$ cat src/cfp_pkg.sv
package cfp_pkg;

  // display geometry and bus address width
  localparam int DIGITS = 11;
  localparam int AXI_AW = 8;

  // register byte offsets
  localparam logic [AXI_AW-1:0] CTRL_OFS = 8'h00;
  localparam logic [AXI_AW-1:0] STATUS_OFS = 8'h04;
  localparam logic [AXI_AW-1:0] IRQ_STAT_OFS = 8'h08;
  localparam logic [AXI_AW-1:0] IRQ_MASK_OFS = 8'h0C;

  // control register fields
  localparam int CTRL_STANDBY_BIT = 0;
  localparam int CTRL_BATT_BIT = 1;
  localparam int CTRL_PWRON_BIT = 2;
  localparam int CTRL_DSET_BIT = 3;
  localparam int CTRL_DCLR_BIT = 4;
  localparam int CTRL_W = 3;
  localparam logic [CTRL_W-1:0] CTRL_RST = 3'h0;

  // interrupt status and mask fields
  localparam int IRQ_HOLD = 0;
  localparam int IRQ_BAND = 1;
  localparam int IRQ_EXTLOST = 2;
  localparam int IRQ_OVLD = 3;
  localparam int IRQ_PWR = 4;
  localparam int IRQ_W = 5;
  localparam logic [IRQ_W-1:0] IRQ_RST = 5'h00;

  // status register fields
  localparam int ST_BAND_LSB = 0;
  localparam int ST_PWR = 2;
  localparam int ST_HOLD_LSB = 3;
  localparam int ST_DELTA = 5;
  localparam int ST_EXT = 6;
  localparam int ST_OVLD = 7;
  localparam int ST_GATE = 8;
  localparam int ST_STANDBY = 9;

  // axi responses
  localparam logic [1:0] RESP_OKAY = 2'h0;
  localparam logic [1:0] RESP_SLVERR = 2'h2;

  // digit codes beyond bcd
  localparam logic [3:0] DIG_BLANK = 4'hA;
  localparam logic [3:0] DIG_MINUS = 4'hB;

  // digit positions, index 0 is the 1 Hz digit
  localparam int DP_GHZ = 9;
  localparam int DP_MHZ = 6;
  localparam int DP_KHZ = 3;
  localparam int PWR_FREQ_LSD = 5;
  localparam int PWR_SIGN_POS = 2;

  // unit annunciator one-hot positions
  localparam int UNIT_HZ = 0;
  localparam int UNIT_KHZ = 1;
  localparam int UNIT_MHZ = 2;
  localparam int UNIT_GHZ = 3;

  typedef enum logic [1:0] {
    HOLD_MIN = 2'b00,
    HOLD_SHORT = 2'b01,
    HOLD_LONG = 2'b11,
    HOLD_INF = 2'b10
  } cfp_hold_t;

  typedef enum logic [1:0] {
    BAND1_HIZ = 2'b00,
    BAND1_50 = 2'b01,
    BAND2 = 2'b11
  } cfp_band_t;

  typedef logic [DIGITS-1:0][3:0] cfp_bcd_t;

  typedef struct packed {
    logic standby;
    logic hold;
    logic delta;
    logic band;
    logic power_meter_mode;
  } cfp_keys_t;

  typedef struct packed {
    logic gate_open;
    logic remote;
    logic ext_present;
    logic ext_level_ok;
    logic overload_det;
    logic pwr_neg;
    logic [1:0][3:0] pwr_mag;
  } cfp_meas_t;

  typedef struct packed {
    cfp_bcd_t digits;
    logic [DIGITS-1:0] dp;
    logic [3:0] unit;
  } cfp_disp_t;

  typedef struct packed {
    logic standby;
    logic remote;
    logic external_timebase_lamp;
    logic gate;
    logic short_hold_lamp;
    logic long_hold_lamp;
    logic delta;
    logic overload;
    logic dbm;
    logic band1_hiz;
    logic band1_50;
    logic band2;
  } cfp_lamps_t;

endpackage
$ cat src/cfp_fmt.sv
`timescale 1ns/1ps
`default_nettype none

module cfp_fmt (
  // frequency in hertz as bcd digits
  input wire cfp_pkg::cfp_bcd_t freq,
  // power reading and mode
  input wire logic power_meter_mode,
  input wire logic pwr_neg,
  input wire logic [1:0][3:0] pwr_mag,
  // formatted display
  output cfp_pkg::cfp_disp_t disp
);
  import cfp_pkg::*;

  function automatic logic nz(input logic [3:0] d);
    nz = (d != 4'h0);
  endfunction

  wire logic ge_ghz = nz(freq[10]) | nz(freq[9]);
  wire logic ge_mhz = ge_ghz | nz(freq[8]) | nz(freq[7]) | nz(freq[6]);
  wire logic ge_khz = ge_mhz | nz(freq[5]) | nz(freq[4]) | nz(freq[3]);
  wire logic [3:0] sign_code = pwr_neg ? DIG_MINUS : DIG_BLANK;

  wire logic [3:0] unit_norm = ge_ghz ? 4'h8 : ge_mhz ? 4'h4 : ge_khz ? 4'h2 : 4'h1;
  wire logic [3:0] unit_pwr = 4'h4;

  genvar i;
  generate
    for (i = 0; i < DIGITS; i++) begin : g_dig
      if (i >= PWR_FREQ_LSD) begin : g_freq
        assign disp.digits[i] = freq[i];
      end else if (i == PWR_SIGN_POS) begin : g_sign
        assign disp.digits[i] = power_meter_mode ? sign_code : freq[i];
      end else if (i < PWR_SIGN_POS) begin : g_pwr
        assign disp.digits[i] = power_meter_mode ? pwr_mag[i] : freq[i];
      end else begin : g_gap
        assign disp.digits[i] = power_meter_mode ? DIG_BLANK : freq[i];
      end
      if (i == DP_GHZ) begin : g_dpg
        assign disp.dp[i] = !power_meter_mode && unit_norm[UNIT_GHZ];
      end else if (i == DP_MHZ) begin : g_dpm
        assign disp.dp[i] = power_meter_mode || unit_norm[UNIT_MHZ];
      end else if (i == DP_KHZ) begin : g_dpk
        assign disp.dp[i] = !power_meter_mode && unit_norm[UNIT_KHZ];
      end else begin : g_dpn
        assign disp.dp[i] = 1'b0;
      end
    end
  endgenerate

  assign disp.unit = power_meter_mode ? unit_pwr : unit_norm;

endmodule // cfp_fmt

`default_nettype wire

$ cat src/cfp_panel.sv
// Contract
// - show measured frequency on eleven digits with placeable decimal point
// - light the unit annunciator matching the displayed frequency scale
// - power mode: six top digits frequency at 100 kHz, three low digits dBm
// - positive power without sign, negative power with minus symbol
// - standby lamp in standby; battery variant lights it while switched on
// - remote lamp lit while under remote bus control
// - gate lamp lit while the count gate is open
// - hold time on two lamps: short, long, both infinite, none minimum
// - delta lamp whenever delta active, from key or remote command
// - overload lamp while high band input level exceeds the limit
// - dBm lamp lit while power measurement mode is active
// - three band lamps, the selected input's lamp lit
// - power mode allowed only in the high band
// - each display-time key press advances hold selection one step, cyclic
//
// Implementation choices: the register offsets and the AXI4-Lite register port.
`timescale 1ns/1ps
`default_nettype none

module cfp_panel (
  // clock and reset
  input wire logic CORE_CLK,
  input wire logic RST,
  // axi4-lite write address
  input wire logic S_AXI_AWVALID,
  output var logic S_AXI_AWREADY,
  input wire logic [cfp_pkg::AXI_AW-1:0] S_AXI_AWADDR,
  input wire logic [2:0] S_AXI_AWPROT,
  // axi4-lite write data
  input wire logic S_AXI_WVALID,
  output var logic S_AXI_WREADY,
  input wire logic [31:0] S_AXI_WDATA,
  input wire logic [3:0] S_AXI_WSTRB,
  // axi4-lite write response
  output var logic S_AXI_BVALID,
  input wire logic S_AXI_BREADY,
  output var logic [1:0] S_AXI_BRESP,
  // axi4-lite read address
  input wire logic S_AXI_ARVALID,
  output var logic S_AXI_ARREADY,
  input wire logic [cfp_pkg::AXI_AW-1:0] S_AXI_ARADDR,
  input wire logic [2:0] S_AXI_ARPROT,
  // axi4-lite read data
  output var logic S_AXI_RVALID,
  input wire logic S_AXI_RREADY,
  output var logic [31:0] S_AXI_RDATA,
  output var logic [1:0] S_AXI_RRESP,
  // measurement core
  input wire cfp_pkg::cfp_bcd_t FREQ,
  input wire cfp_pkg::cfp_meas_t MEAS,
  // front panel keys, one-cycle pulses
  input wire cfp_pkg::cfp_keys_t KEYS,
  // display and lamps
  output var cfp_pkg::cfp_disp_t DISP,
  output var cfp_pkg::cfp_lamps_t LAMPS,
  // timebase select and interrupt
  output var logic TIMEBASE_EXT,
  output var logic IRQ
);
  import cfp_pkg::*;

  // ---------------- panel state ----------------
  cfp_hold_t hold_reg, hold_next;
  cfp_band_t band_reg, band_next;
  logic pwr_pref_reg;
  logic delta_reg;
  logic [CTRL_W-1:0] ctrl_reg;
  logic [IRQ_W-1:0] irq_stat_reg;
  logic [IRQ_W-1:0] irq_mask_reg;
  logic ext_act_reg;
  logic ovld_reg;
  logic pwr_eff_reg;

  // ---------------- bus slave state ----------------
  logic aw_have_reg;
  logic w_have_reg;
  logic [AXI_AW-1:0] aw_addr_reg;
  logic [31:0] w_data_reg;
  logic [3:0] w_strb_reg;

  // ---------------- hold and band stepping ----------------
  // cyclic hold step
  always_comb begin
    case (hold_reg)
      HOLD_MIN: hold_next = HOLD_SHORT;
      HOLD_SHORT: hold_next = HOLD_LONG;
      HOLD_LONG: hold_next = HOLD_INF;
      HOLD_INF: hold_next = HOLD_MIN;
      default: hold_next = HOLD_MIN;
    endcase
  end

  always_comb begin
    case (band_reg)
      BAND1_HIZ: band_next = BAND1_50;
      BAND1_50: band_next = BAND2;
      BAND2: band_next = BAND1_HIZ;
      default: band_next = BAND1_HIZ;
    endcase
  end

  // power mode only in high band
  wire logic in_band2 = (band_reg == BAND2);
  wire logic pwr_eff = pwr_pref_reg & in_band2;

  wire logic ext_act = MEAS.ext_present & MEAS.ext_level_ok;
  wire logic ext_lost = ext_act_reg & ~ext_act;
  wire logic ovld_rise = MEAS.overload_det & ~ovld_reg;

  // ---------------- register access decode ----------------
  wire logic wr_fire = aw_have_reg & w_have_reg & ~S_AXI_BVALID;
  wire logic wr_ctrl = wr_fire && (aw_addr_reg == CTRL_OFS) && w_strb_reg[0];
  wire logic wr_stat = wr_fire && (aw_addr_reg == IRQ_STAT_OFS) && w_strb_reg[0];
  wire logic wr_mask = wr_fire && (aw_addr_reg == IRQ_MASK_OFS) && w_strb_reg[0];
  wire logic wr_hit;
  wire logic rd_hit;
  wire logic [31:0] rd_data;
  wire logic [31:0] status_word;
  wire logic ar_take = S_AXI_ARVALID & S_AXI_ARREADY;
  wire logic delta_set = wr_ctrl & w_data_reg[CTRL_DSET_BIT];
  wire logic delta_clr = wr_ctrl & w_data_reg[CTRL_DCLR_BIT];

  assign wr_hit = (aw_addr_reg == CTRL_OFS) || (aw_addr_reg == IRQ_STAT_OFS) ||
                  (aw_addr_reg == IRQ_MASK_OFS) || (aw_addr_reg == STATUS_OFS);
  assign rd_hit = (S_AXI_ARADDR == CTRL_OFS) || (S_AXI_ARADDR == STATUS_OFS) ||
                  (S_AXI_ARADDR == IRQ_STAT_OFS) || (S_AXI_ARADDR == IRQ_MASK_OFS);

  assign status_word = {22'h0, ctrl_reg[CTRL_STANDBY_BIT], MEAS.gate_open, ovld_reg,
                        ext_act_reg, delta_reg, hold_reg, pwr_eff_reg, band_reg};

  wire logic [31:0] rd_ctrl = {{(32-CTRL_W){1'b0}}, ctrl_reg};
  wire logic [31:0] rd_stat = {{(32-IRQ_W){1'b0}}, irq_stat_reg};
  wire logic [31:0] rd_mask = {{(32-IRQ_W){1'b0}}, irq_mask_reg};

  assign rd_data = (S_AXI_ARADDR == CTRL_OFS) ? rd_ctrl :
                   (S_AXI_ARADDR == STATUS_OFS) ? status_word :
                   (S_AXI_ARADDR == IRQ_STAT_OFS) ? rd_stat :
                   (S_AXI_ARADDR == IRQ_MASK_OFS) ? rd_mask : 32'h0000_0000;

  // ---------------- interrupt events ----------------
  wire logic [IRQ_W-1:0] irq_events;
  assign irq_events[IRQ_HOLD] = KEYS.hold;
  assign irq_events[IRQ_BAND] = KEYS.band;
  assign irq_events[IRQ_EXTLOST] = ext_lost;
  assign irq_events[IRQ_OVLD] = ovld_rise;
  assign irq_events[IRQ_PWR] = KEYS.power_meter_mode & in_band2;

  // set wins over a same-cycle write-one clear
  wire logic [IRQ_W-1:0] irq_clr = wr_stat ? w_data_reg[IRQ_W-1:0] : {IRQ_W{1'b0}};
  wire logic [IRQ_W-1:0] irq_stat_next = (irq_stat_reg & ~irq_clr) | irq_events;

  // ---------------- formatter ----------------
  cfp_disp_t disp_fmt;

  cfp_fmt u_fmt (
    .freq(FREQ),
    .power_meter_mode(pwr_eff),
    .pwr_neg(MEAS.pwr_neg),
    .pwr_mag(MEAS.pwr_mag),
    .disp(disp_fmt)
  );

  // ---------------- lamp decode ----------------
  cfp_lamps_t lamps_next;

  assign lamps_next.standby = ctrl_reg[CTRL_BATT_BIT] ? ctrl_reg[CTRL_PWRON_BIT] :
                              ctrl_reg[CTRL_STANDBY_BIT];
  assign lamps_next.remote = MEAS.remote;
  assign lamps_next.external_timebase_lamp = ext_act;
  assign lamps_next.gate = MEAS.gate_open;
  assign lamps_next.short_hold_lamp = (hold_reg == HOLD_SHORT) || (hold_reg == HOLD_INF);
  assign lamps_next.long_hold_lamp = (hold_reg == HOLD_LONG) || (hold_reg == HOLD_INF);
  assign lamps_next.delta = delta_reg;
  assign lamps_next.overload = MEAS.overload_det;
  assign lamps_next.dbm = pwr_eff;
  assign lamps_next.band1_hiz = (band_reg == BAND1_HIZ);
  assign lamps_next.band1_50 = (band_reg == BAND1_50);
  assign lamps_next.band2 = in_band2;

  // ---------------- panel state registers ----------------
  always_ff @(posedge CORE_CLK) begin
    if (RST) begin
      hold_reg <= HOLD_MIN;
      band_reg <= BAND1_HIZ;
    end else begin
      if (KEYS.hold) begin
        hold_reg <= hold_next;
      end
      if (KEYS.band) begin
        band_reg <= band_next;
      end
    end
  end

  always_ff @(posedge CORE_CLK) begin
    if (RST) begin
      pwr_pref_reg <= 1'b0;
      delta_reg <= 1'b0;
    end else begin
      if (KEYS.power_meter_mode && in_band2) begin
        pwr_pref_reg <= ~pwr_pref_reg;
      end
      // key toggles, command sets or clears
      if (delta_set) begin
        delta_reg <= 1'b1;
      end else if (delta_clr) begin
        delta_reg <= 1'b0;
      end else if (KEYS.delta) begin
        delta_reg <= ~delta_reg;
      end
    end
  end

  always_ff @(posedge CORE_CLK) begin
    if (RST) begin
      ctrl_reg <= CTRL_RST;
    end else if (wr_ctrl) begin
      ctrl_reg <= w_data_reg[CTRL_W-1:0];
    end else if (KEYS.standby) begin
      ctrl_reg[CTRL_STANDBY_BIT] <= ~ctrl_reg[CTRL_STANDBY_BIT];
    end
  end

  always_ff @(posedge CORE_CLK) begin
    if (RST) begin
      irq_stat_reg <= IRQ_RST;
      irq_mask_reg <= IRQ_RST;
      IRQ <= 1'b0;
    end else begin
      irq_stat_reg <= irq_stat_next;
      if (wr_mask) begin
        irq_mask_reg <= w_data_reg[IRQ_W-1:0];
      end
      IRQ <= |(irq_stat_next & (wr_mask ? w_data_reg[IRQ_W-1:0] : irq_mask_reg));
    end
  end

  always_ff @(posedge CORE_CLK) begin
    if (RST) begin
      ext_act_reg <= 1'b0;
      ovld_reg <= 1'b0;
      pwr_eff_reg <= 1'b0;
      TIMEBASE_EXT <= 1'b0;
    end else begin
      ext_act_reg <= ext_act;
      ovld_reg <= MEAS.overload_det;
      pwr_eff_reg <= pwr_eff;
      TIMEBASE_EXT <= ext_act;
    end
  end

  // ---------------- output registers ----------------
  always_ff @(posedge CORE_CLK) begin
    if (RST) begin
      DISP <= '0;
      LAMPS <= '0;
    end else begin
      DISP <= disp_fmt;
      LAMPS <= lamps_next;
    end
  end

  // ---------------- axi4-lite write channel ----------------
  // readies are registered from the next holding state, so they match the
  // combinational form cycle for cycle while coming straight from flops
  wire logic aw_take = S_AXI_AWVALID & S_AXI_AWREADY;
  wire logic w_take = S_AXI_WVALID & S_AXI_WREADY;
  wire logic bvalid_nx = wr_fire | (S_AXI_BVALID & ~S_AXI_BREADY);
  wire logic aw_have_nx = ~wr_fire & (aw_have_reg | aw_take);
  wire logic w_have_nx = ~wr_fire & (w_have_reg | w_take);

  always_ff @(posedge CORE_CLK) begin
    if (RST) begin
      S_AXI_AWREADY <= 1'b1;
      S_AXI_WREADY <= 1'b1;
      aw_have_reg <= 1'b0;
      w_have_reg <= 1'b0;
      aw_addr_reg <= '0;
      w_data_reg <= 32'h0000_0000;
      w_strb_reg <= 4'h0;
      S_AXI_BVALID <= 1'b0;
      S_AXI_BRESP <= RESP_OKAY;
    end else begin
      S_AXI_AWREADY <= ~aw_have_nx & ~bvalid_nx;
      S_AXI_WREADY <= ~w_have_nx & ~bvalid_nx;
      if (S_AXI_AWVALID && S_AXI_AWREADY) begin
        aw_have_reg <= 1'b1;
        aw_addr_reg <= {S_AXI_AWADDR[AXI_AW-1:2], 2'b00};
      end
      if (S_AXI_WVALID && S_AXI_WREADY) begin
        w_have_reg <= 1'b1;
        w_data_reg <= S_AXI_WDATA;
        w_strb_reg <= S_AXI_WSTRB;
      end
      if (wr_fire) begin
        aw_have_reg <= 1'b0;
        w_have_reg <= 1'b0;
        S_AXI_BVALID <= 1'b1;
        S_AXI_BRESP <= wr_hit ? RESP_OKAY : RESP_SLVERR;
      end else if (S_AXI_BVALID && S_AXI_BREADY) begin
        S_AXI_BVALID <= 1'b0;
      end
    end
  end

  // ---------------- axi4-lite read channel ----------------
  wire logic rvalid_nx = ar_take | (S_AXI_RVALID & ~S_AXI_RREADY);

  always_ff @(posedge CORE_CLK) begin
    if (RST) begin
      S_AXI_ARREADY <= 1'b1;
      S_AXI_RVALID <= 1'b0;
      S_AXI_RDATA <= 32'h0000_0000;
      S_AXI_RRESP <= RESP_OKAY;
    end else begin
      S_AXI_ARREADY <= ~rvalid_nx;
      if (ar_take) begin
        S_AXI_RVALID <= 1'b1;
        S_AXI_RDATA <= rd_data;
        S_AXI_RRESP <= rd_hit ? RESP_OKAY : RESP_SLVERR;
      end else if (S_AXI_RVALID && S_AXI_RREADY) begin
        S_AXI_RVALID <= 1'b0;
      end
    end
  end

endmodule // cfp_panel

`default_nettype wire

$ cat config.mk
export PLATFORM = sky130hd
export DESIGN_NAME = cfp_panel
export DESIGN_NICKNAME = d
export VERILOG_FILES = /design/src/cfp_pkg.sv /design/src/cfp_fmt.sv /design/src/cfp_panel.sv
export SDC_FILE = /design/constraint.sdc
export NUM_CORES = 1
export LEC_CHECK = 0
export BUFFER_PORTS_ARGS = -buffer_cell sky130_fd_sc_hd__buf_2
export CORE_ASPECT_RATIO = 1.75
export CORE_MARGIN = 4
export CORE_UTILIZATION = 25
export CTS_BUF_LIST = sky130_fd_sc_hd__clkbuf_8
export CTS_CLUSTER_DIAMETER = 150
export CTS_CLUSTER_SIZE = 30
export DETAILED_ROUTE_END_ITERATION = 10
export SKIP_CTS_REPAIR_TIMING = 1
export SYNTH_ARGS = -nofsm -noshare
export SYNTH_HDL_FRONTEND = slang
export SYNTH_SLANG_ARGS = --single-unit
$ cat constraint.sdc
create_clock -name CORE_CLK -period 1.7 [get_ports CORE_CLK]
set_input_delay 0.34 -clock CORE_CLK [delete_from_list [all_inputs] [get_ports CORE_CLK]]
set_output_delay 0.34 -clock CORE_CLK [all_outputs]
set_load 0.1 [all_outputs]
==> metrics.md, run 1 <==
| Metric | Value |
|---|---|
| Status | `finished, final reports clean` |
| Placed cell areas | `5150 µm²` |
| Post-placement cell count | `798` |
| Syn. warnings | `0` |
| Ratio of cells with drive above 1 in the final layout | `0.400` |
| Initial antenna violation count | `1` |
| Placeable Area | `16400 µm²` |
| CP cell instances | `nor4_4, buf_6, nand4_4, mux2_4, a2bb2oi_2, a31oi_1` |
| Hold WC Path Type | `input pin to flop` |
| Hold Slack | `0.114 ns` |
| Final Hold Viols | `0` |
| Slew margin rel. | `0.658` |
| Pwr Density | `between 1000 and 1500 nW/µm²` |
| N_diodes | `0` |
| Mapped Area | `4170 µm²` |
| DIE AREA | `18900 µm²` |
| First-pass GRT wire length | `17500 µm` |
| Setup slack after layout | `0.0257 ns` |
| Clock Skew | `0.0119 ns` |
| Post-route cell area | `5580 µm²` |
| Cell with the most instances after synthesis | `dfxtp_1` |
| Total CTS buffers | `17` |
| Top cells by area, synth | `dfxtp_1 (54%), buf_4 (6.5%), nor2b_1 (5.1%)` |
| Vias in the first global route | `3433` |
| Avg Cell Area, Syn | `10.1 µm²` |
| Final setup fails | `0` |
| Drt via density | `4.11` |
| Worst EP required | `1.98 ns` |
| DPL Wire Length | `8800 µm` |
| Slew Limit Fails | `0` |
| DRC Markers | `0` |
| Final WL | `about 11000 µm` |
| TritonCTS clock tree | `done` |
| Flops & latches, synth | `between 100 and 150` |
| Minimum clock period | `~1.7 ns` |
| Die Width | `roughly 110 µm` |
| Drt wl/cell | `13.7 µm` |
| CP Max Fanout | `5` |
| Worst Setup End Kind | `flop` |
| Worst EP arrival | `approximately 2.0 ns` |
| Sequential share of the synthesized area | `0.542` |
| Worst Path Class, Setup | `flop to flop` |
| Peak supply drop | `0.436 mV` |
| EDFF count, synth | `0` |
| RePlAce Congestion | `0.717` |
| Rows | `62` |
| Clk pin slew, worst setup/hold paths | `0.08 ns` |
| Leak | `2.61 nW` |
| Least-Margin Pin Slew | `0.517 ns` |
| Wl on met1 | `4350 µm` |
| Place WS | `0.0414 ns` |
| Max Root-Sink Buffers | `2` |
| WL met3 | `753 µm` |
| Critical Path Start Type | `flop` |
| Synth top area share | `0.542` |
| Area Growth Syn to Fin | `33.8%` |
| RSZ-0062 raised after global routing | `yes` |
| Insertion delay of the later-clocked pin in the worst-skew pair | `0.42 ns` |
| GRT overflow | `0` |
| Port-buffer cells | `171` |
| Final #Nets | `roughly 730` |
| Antenna Nets Post-Route | `0` |
| Biggest cell delay along the critical path | `0.35 ns` |
| F_max | `0.597 GHz` |
| Root Buffer | `clkbuf_8` |
| Synth top cells by count | `dfxtp_1 (113), nor2_1 (40), buf_4 (36), nor2b_1 (34), a21oi_1 (27)` |
| Final Non-Filler Cells | `832` |
| Highest routing layer actually used | `met5` |
| Max FFs per register | `50` |
| Slowest CP cell | `mux2_4` |
| Fillers | `~1.8k` |
| Initial core utilization | `0.254` |
| Most flops, register | `DISP` |
| MaxCap Viol Count | `0` |
| Final period utilization | `0.985` |
| TritonCTS Sinks | `between 100 and 150` |
| Largest regs | `DISP (50), LAMPS (12), S_AXI_RDATA (10)` |
| Final core utilization | `0.339` |
| Die Y | `179 µm` |
| Num ports | `between 200 and 250` |
| Post-Synthesis Cells | `414` |
| Synth cell types | `42` |
| Vias | `3418` |
| GRT Overall Usage | `0.121` |
| # H-tree levels | `4` |
| Met2 wire len | `6080 µm` |
| Largest net degree at the start of global routing | `44` |
| Asr flop ratio synth | `0` |
| DR iter-0 viols | `114` |
| Cell taking the most area after synthesis | `dfxtp_1` |
| Most used DFF post-synth | `dfxtp_1` |
| Drt first pass iters | `4` |
cell usage in the layout, fill, tap and decap left out, types with 3 or more instances in the layout:
| cell type | netlist | routed |
|---|---|---|
| and2_1 | 7 | 7 |
| nand4_1 | 3 | 3 |
| ha_1 | 3 | 3 |
| nand2b_1 | 4 | 4 |
| and3_1 | 4 | 3 |
| conb_1 | 1 | 32 |
| nor4_1 | 8 | 8 |
| clkinv_4 | 0 | 4 |
| a211oi_1 | 3 | 3 |
| clkbuf_8 | 4 | 17 |
| dfxtp_1 | 113 | 107 |
| mux4_2 | 3 | 3 |
| o21ai_0 | 3 | 3 |
| nand3_1 | 16 | 16 |
| nand2_1 | 22 | 22 |
| a31oi_1 | 4 | 3 |
| a22o_1 | 11 | 11 |
| clkinv_2 | 0 | 3 |
| buf_4 | 36 | 13 |
| a22oi_1 | 11 | 11 |
| nor2b_1 | 34 | 34 |
| inv_1 | 12 | 12 |
| mux2i_1 | 6 | 6 |
| nor3_1 | 3 | 3 |
| buf_2 | 2 | 171 |
| a21oi_1 | 27 | 26 |
| dfxtp_2 | 0 | 4 |
| nor2_1 | 40 | 40 |
metrics by stage:
stage,total power (W),TNS [ns]
floorplan,0.00413,-0.0268
global placement,0.00435,0
detailed placement,0.00436,0
CTS,0.00692,0
global route,0.00714,-0.0348
finish,0.00683,0
worst paths after layout:
check                                    start             to  slack (ns)  depth (start not counted)
worst max register to register  aw_addr_reg[7]            IRQ        0.03                          6
worst max-delay path            aw_addr_reg[7]            IRQ        0.03                          6
worst min register to register   w_strb_reg[0]  w_strb_reg[0]        0.46                          2
worst min-delay path                  FREQ[10]       DISP[25]        0.11                          2
cell families after synthesis:
logic type | after synthesis | synth area share
AO/OA/AOI/OAI | 67 | 0.106
multiplexers | 12 | 0.0387
flip-flops | 113 | 0.542
AND/OR/NAND/NOR | 149 | 0.195
adder cells (fa/ha/maj) | 3 | 0.00900
other | 1 | 0.000899
XOR/XNOR | 3 | 0.00630
buffers and inverters | 66 | 0.102
where the power goes:
| group | switching, W | total [W] | internal [W] |
|---|---|---|---|
| registers | 0.0000762 | 0.00285 | 0.00277 |
| clock network | 0.00121 | 0.00253 | 0.00132 |
| logic | 0.00118 | 0.00145 | 0.000270 |
| total | 0.00247 | 0.00683 | 0.00436 |
final cells by class:
type	count	area (µm²)	share of cell area
clock buffer	17	234	0.0419
clock inverter	15	160	0.0287
inverter	12	45.0	0.00807
multi-input combinational	266	1620	0.291
sequential	113	2270	0.407
tap	224	280	0.0502
timing repair buffer	185	965	0.173
critical path, delay by kind of cell, from the launching register on:
kind / cells / cell delay, ns
buffers and inverters: 1 / 0.16
muxes: 1 / 0.35
DFF: 1 / 0.34
AOI/OAI and AO/OA: 2 / 0.21
and+or+nand+nor: 2 / 0.46
layer usage:
layer / vias up / GRT usage
li1: 1712 / -
met1: 1570 / 0.126
met2: 122 / 0.224
met3: 12 / 0.0396
met4: 2 / 0.0481
met5: - / 0
(Power assumes the default switching activity.)
==> run 2: changes to the inputs <==
--- a/config.mk
+++ b/config.mk
@@ -7,7 +7,6 @@
 export LEC_CHECK = 0
 export BUFFER_PORTS_ARGS = -buffer_cell sky130_fd_sc_hd__buf_2
 export CORE_ASPECT_RATIO = 1.75
-export CORE_MARGIN = 4
 export CORE_UTILIZATION = 25
 export CTS_BUF_LIST = sky130_fd_sc_hd__clkbuf_8
 export CTS_CLUSTER_DIAMETER = 150
==> run 2 against run 1 <==
Against the previous run:
- routed wire length is 5.3% lower
- design area is 1.1% higher
- global-route usage is 0.73 points higher
- clock skew is 0.0011 ns higher
- first-iteration DRC count is 27% lower
- clock power is 7% higher
- register-to-register slack better by 0.06 ns
- core utilization is 0.54 points higher
- flip-flop and latch count stayed put
- combinational power hardly changed
- worst setup slack better by 0.048 ns
- critical path type is now flop to output port
- critical endpoint is now LAMPS[3]
- highest routed layer is now met4
==> metrics.md, run 2 (synthesized netlist as in run 1, its figures left out) <==
| Metric | Value |
|---|---|
| Sequential cell fraction of total power | `0.407` |
| DIE AREA | `17200 µm²` |
| Worst Path Class, Setup | `flop to output port` |
| Placed cell areas | `between 5000 and 6000 µm²` |
| Placeable Area | `16400 µm²` |
| Antenna Nets Post-Route | `0` |
| Vias in the first global route | `approximately 3.3k` |
| Clock Skew | `about 0.013 ns` |
| CP bufs+invs | `1` |
| Clock network power share | `0.386` |
| GRT overflow | `0` |
| Combinational power share | `0.207` |
| Sw Share | `0.336` |
| Die Y | `about 170 µm` |
| Least-Margin Pin Slew | `roughly 0.52 ns` |
| Ratio of cells with drive above 1 in the final layout | `0.394` |
| Rows | `62` |
| Initial core utilization | `0.255` |
| Final period utilization | `0.957` |
| Num ports | `242` |
| Max Root-Sink Buffers | `2` |
| DR iter-0 viols | `83` |
| Port-buffer cells | `171` |
| RSZ-0062 raised after global routing | `yes` |
| Vias | `3426` |
| Biggest cell delay along the critical path | `0.46 ns` |
| Final WL | `10800 µm` |
| Place WS | `0.0380 ns` |
| GRT Overall Usage | `0.129` |
| Most flops, register | `DISP` |
| Fin Setup TNS | `0 ns` |
| Area Growth Syn to Fin | `35.3%` |
| CP Max Fanout | `2` |
| Commonest non-fill, non-tap cell in the layout | `buf_2` |
| Worst EP arrival | `1.29 ns` |
| Die Width | `between 90 and 100 µm` |
| TritonCTS Sinks | `113` |
| Leak | `2.65 nW` |
| Commonest cells after routing, fill and taps aside | `buf_2 (170), dfxtp_1 (108), nor2_1 (40), nor2b_1 (34), conb_1 (32)` |
| Family with the most delay on the worst path | `buffers and inverters` |
| RePlAce Congestion | `0.795` |
| Slowest CP cell | `buf_2` |
| P_sw | `around 0.0024 W` |
| Total CTS buffers | `17` |
| Largest net degree at the start of global routing | `62` |
| # H-tree levels | `4` |
| F_max | `about 0.61 GHz` |
| Drt wl/cell | `approximately 13 µm` |
| Worst Setup End Kind | `output port` |
| TritonCTS clock tree | `done` |
| Final Hold Viols | `0` |
| Peak supply drop | `0.392 mV` |
| Final #Nets | `729` |
| Post-route cell area | `5650 µm²` |
| Minimum clock period | `1.63 ns` |
| CP cell instances | `buf_2` |
| Drt via density | `a little over 4` |
| Insertion delay of the later-clocked pin in the worst-skew pair | `0.43 ns` |
| Final core utilization | `0.345` |
| Initial antenna violation count | `0` |
| Drt first pass iters | `4` |
| MaxCap Viol Count | `0` |
| Max FFs per register | `50` |
| Root Buffer | `clkbuf_8` |
| DPL Wire Length | `8120 µm` |
| Clk pin slew, worst setup/hold paths | `around 0.080 ns` |
| Slew margin rel. | `0.654` |
| Status | `finished, final reports clean` |
| DRC Markers | `0` |
| Worst EP required | `1.36 ns` |
| Final setup fails | `0` |
| First-pass GRT wire length | `between 15000 and 20000 µm` |
| Cell-internal power | `0.00466 W` |
| Setup slack after layout | `0.0735 ns` |
| Largest regs | `DISP (50), LAMPS (12), S_AXI_RDATA (10)` |
| Slew Limit Fails | `0` |
| Pwr Density | `1240 nW/µm²` |
| Critical Path Start Type | `flop` |
| Hold WC Path Type | `input pin to flop` |
## run 2: metal layers
| metal | up-vias | part of all wire | GRT usage |
|---|---|---|---|
| li1 | 1715 | - | - |
| met1 | 1556 | 0.38 | 0.130 |
| met2 | 137 | 0.53 | 0.232 |
| met3 | 18 | 0.057 | 0.0428 |
| met4 | 0 | 0.025 | 0.0625 |
| met5 | - | 0 | 0 |
## run 2: final timing paths
check | from | end | slack, ns | cells after the start
max | LAMPS[3] | LAMPS[3] | 0.07 | 1
min | MEAS[0] | DISP[15] | 0.12 | 2
max reg2reg | aw_addr_reg[7] | IRQ | 0.09 | 6
min reg2reg | w_strb_reg[0] | w_strb_reg[0] | 0.46 | 2
## run 2: cell type report
cell class,count,area [µm²]
repair buffers,188,998
diodes,1,2.50
clock inverters,14,174
inverters,12,45.0
clock buffers,18,248
well taps,224,280
fillers,1736,10700
multi-input cells,266,1620
flip-flops and latches,113,2270
## run 2: power by group through the flow
stage          logic [W]  clock network, W  registers [W]
2_1_floorplan   0.000620                 0        0.00351
3_3_place_gp     0.00145                 0        0.00291
3_5_place_dp     0.00145                 0        0.00291
4_1_cts          0.00145           0.00280        0.00285
5_1_grt          0.00152           0.00293        0.00287
6_report         0.00145           0.00271        0.00285
## run 2: per-stage QoR
stage               std cells  hold WS [ns]  power, W
floorplan                 445         0.432   0.00413
finish                    836         0.117   0.00701
global route              835        0.0818   0.00731
CTS                       834        0.0761   0.00710
detailed placement        802         0.454   0.00436
global placement          802         0.440   0.00435
==> run 3: changes to the inputs <==
--- a/config.mk
+++ b/config.mk
@@ -7,6 +7,7 @@
 export LEC_CHECK = 0
 export BUFFER_PORTS_ARGS = -buffer_cell sky130_fd_sc_hd__buf_2
 export CORE_ASPECT_RATIO = 1.75
+export CORE_MARGIN = 1.5
 export CORE_UTILIZATION = 25
 export CTS_BUF_LIST = sky130_fd_sc_hd__clkbuf_8
 export CTS_CLUSTER_DIAMETER = 150
==> run 3 against run 2 <==
Against the previous run:
- fmax down 1.3%
- non-clock buffer count up 2
- first-iteration DRC count up 16%
- clock skew down 0.0022 ns
- register-to-register slack worse by 0.04 ns
- core utilization up 0.58 points
- design area up 1.7%
- power up 6.2%
- clock-buffer cell count unchanged
- cell count unchanged
- highest routed layer unchanged
- critical path depth up 5
==> metrics.md, run 3 (synthesized netlist as in run 1, its figures left out) <==
| Metric | Value |
|---|---|
| Status | `finished, final reports clean` |
| Max FFs per register | `50` |
| Leak | `2.69 nW` |
| Worst hold start | `FREQ[10]` |
| Combinational power share | `0.196` |
| Most flops, register | `DISP` |
| CP Max Fanout | `5` |
| DIE AREA | `between 15000 and 20000 µm²` |
| P_sw | `0.00234 W` |
| Commonest cells after routing, fill and taps aside | `buf_2 (170), dfxtp_1 (106), nor2_1 (40), nor2b_1 (34), conb_1 (32)` |
| Worst Path Class, Setup | `flop to flop` |
| Initial core utilization | `0.255` |
| Hold depth | `2` |
| Biggest cell delay along the critical path | `between 0.3 and 0.4 ns` |
| Final Hold Viols | `0` |
| Drt wl/cell | `13.0 µm` |
| Insertion delay of the later-clocked pin in the worst-skew pair | `between 0.4 and 0.5 ns` |
| Slew Limit Fails | `0` |
| Final #Nets | `731` |
| DPL Wire Length | `8440 µm` |
| Worst EP arrival | `1.94 ns` |
| Minimum clock period | `1.65 ns` |
| Sequential Area | `2280 µm²` |
| Rows | `62` |
| CP cell instances | `nor4_4, buf_4, nand4_4, mux2_4, a2bb2oi_2, a31oi_1` |
| Largest regs | `DISP (50), LAMPS (12), S_AXI_RDATA (10)` |
| Max Root-Sink Buffers | `2` |
| RSZ-0062 raised after global routing | `yes` |
| Worst Setup End Kind | `flop` |
| Least-Margin Pin Slew | `0.516 ns` |
| Flop-to-flop setup slack | `0.05 ns` |
| Vias | `between 3k and 4k` |
| Reg2reg start | `aw_addr_reg[7]` |
| Clock Skew | `around 0.011 ns` |
| Area of the multi-input gates | `1620 µm²` |
| Area Growth Syn to Fin | `37.6%` |
| TritonCTS clock tree | `done` |
| DR iter-0 viols | `96` |
| Worst Hold End | `DISP[25]` |
| Sw Share | `0.314` |
| Hold Slack | `0.116 ns` |
| Antenna Nets Post-Route | `0` |
| Slew margin rel. | `0.658` |
| Vias in the first global route | `3372` |
| Largest net degree at the start of global routing | `45` |
| Place WS | `0.0408 ns` |
| Setup slack after layout | `~0.052 ns` |
| F_max | `between 0.6 and 0.7 GHz` |
| Die Width | `slightly above 100 µm` |
| MaxCap Viol Count | `0` |
| Total CTS buffers | `17` |
| Clk pin slew, worst setup/hold paths | `0.07 ns` |
| TritonCTS Sinks | `~110` |
| Cell-internal power | `between 0.005 and 0.006 W` |
| Placeable Area | `16400 µm²` |
| GRT overflow | `0` |
| Port-buffer cells | `171` |
| Slowest CP cell | `mux2_4` |
| Fillers | `1700` |
| First-pass GRT wire length | `16700 µm` |
| DRC Markers | `0` |
| Ratio of cells with drive above 1 in the final layout | `0.400` |
| RePlAce Congestion | `0.858` |
| # H-tree levels | `4` |
| Critical Path Start Type | `flop` |
| Hold WC Path Type | `input pin to flop` |
| Initial antenna violation count | `0` |
| Final setup fails | `0` |
| Post-route cell area | `5740 µm²` |
| Drt first pass iters | `5` |
| N_diodes | `0` |
| FF-to-FF End | `IRQ` |
| Placed cell areas | `5230 µm²` |
| Worst Reg-to-Reg Cells | `6` |
| Final core utilization | `0.351` |
| GRT Overall Usage | `0.126` |
| Root Buffer | `clkbuf_8` |
| Fin Setup TNS | `0 ns` |
| Clock network power share | `0.421` |
| Family with the most delay on the worst path | `simple AND/OR/NAND/NOR gates` |
| Sequential cell fraction of total power | `0.383` |
| Commonest non-fill, non-tap cell in the layout | `buf_2` |
| Final period utilization | `0.970` |
| Drt via density | `a little over 4` |
| Num ports | `242` |
| CP bufs+invs | `1` |
| Die Y | `174 µm` |
| Peak supply drop | `0.390 mV` |
| Final WL | `10900 µm` |
| Pwr Density | `1300 nW/µm²` |
| Worst EP required | `1.99 ns` |
==> run 3: cell count changes in the layout (fill, tap and decap cells not counted) <==
cell | before | now
dfxtp_2 | 3 | 5
inv_1 | 16 | 14
clkinvlp_4 | 2 | 0
a21oi_2 | 1 | 0
mux2_2 | 3 | 2
bufinv_16 | 4 | 7
a21oi_1 | 26 | 27
mux2_4 | 0 | 1
dfxtp_1 | 108 | 106
buf_12 | 1 | 2
diode_2 | 1 | 0
buf_4 | 16 | 17
==> run 3: area by class of cell <==
class | count | area share
Inverter | 12 | 0.00785
Clock buffer | 18 | 0.0432
Clock inverter | 13 | 0.0421
Sequential cell | 113 | 0.396
Timing Repair Buffer | 190 | 0.179
Tap cell | 224 | 0.0488
Multi-Input combinational cell | 266 | 0.283
==> run 3: worst register-to-register path, stage by stage, from the launching register on <==
cell	delay [ns]
dfxtp_2	0.34
nor4_4	0.26
buf_4	0.18
nand4_4	0.16
mux2_4	0.35
a2bb2oi_2	0.12
a31oi_1	0.11
==> run 3: worst max-delay path by stage <==
stage | startpoint | endpoint | slack, ns | cells after the start
3_3_place_gp | aw_addr_reg[4] | IRQ | 0.06 | 6
2_1_floorplan | S_AXI_BVALID | IRQ | -0.03 | 6
4_1_cts | aw_addr_reg[4] | IRQ | 0.02 | 7
3_5_place_dp | aw_addr_reg[4] | IRQ | 0.04 | 7
5_1_grt | aw_addr_reg[7] | IRQ | -0.03 | 6
6_report | aw_addr_reg[7] | IRQ | 0.05 | 6
==> run 3: power groups by stage <==
stage                     clock (W)  sequential [W]  combinational, W
after floorplan                   0         0.00351          0.000620
after global placement            0         0.00291           0.00146
after detailed placement          0         0.00291           0.00147
after CTS                   0.00324         0.00285           0.00147
after global routing        0.00334         0.00286           0.00153
final                       0.00314         0.00285           0.00146
==> run 3: layer usage <==
layer  up-vias  GRT usage  share of wire
met1      1509      0.128           0.38
met4         0     0.0716          0.036
met3        25     0.0362          0.058
li1       1717          -              -
met5         -          0              0
met2       138      0.224           0.53
==> run 3: metrics by stage <==
stage	std cells	power, W
6_report	836	0.00745
5_1_grt	836	0.00773
4_1_cts	836	0.00756
3_5_place_dp	805	0.00438
3_3_place_gp	805	0.00437
2_1_floorplan	445	0.00413
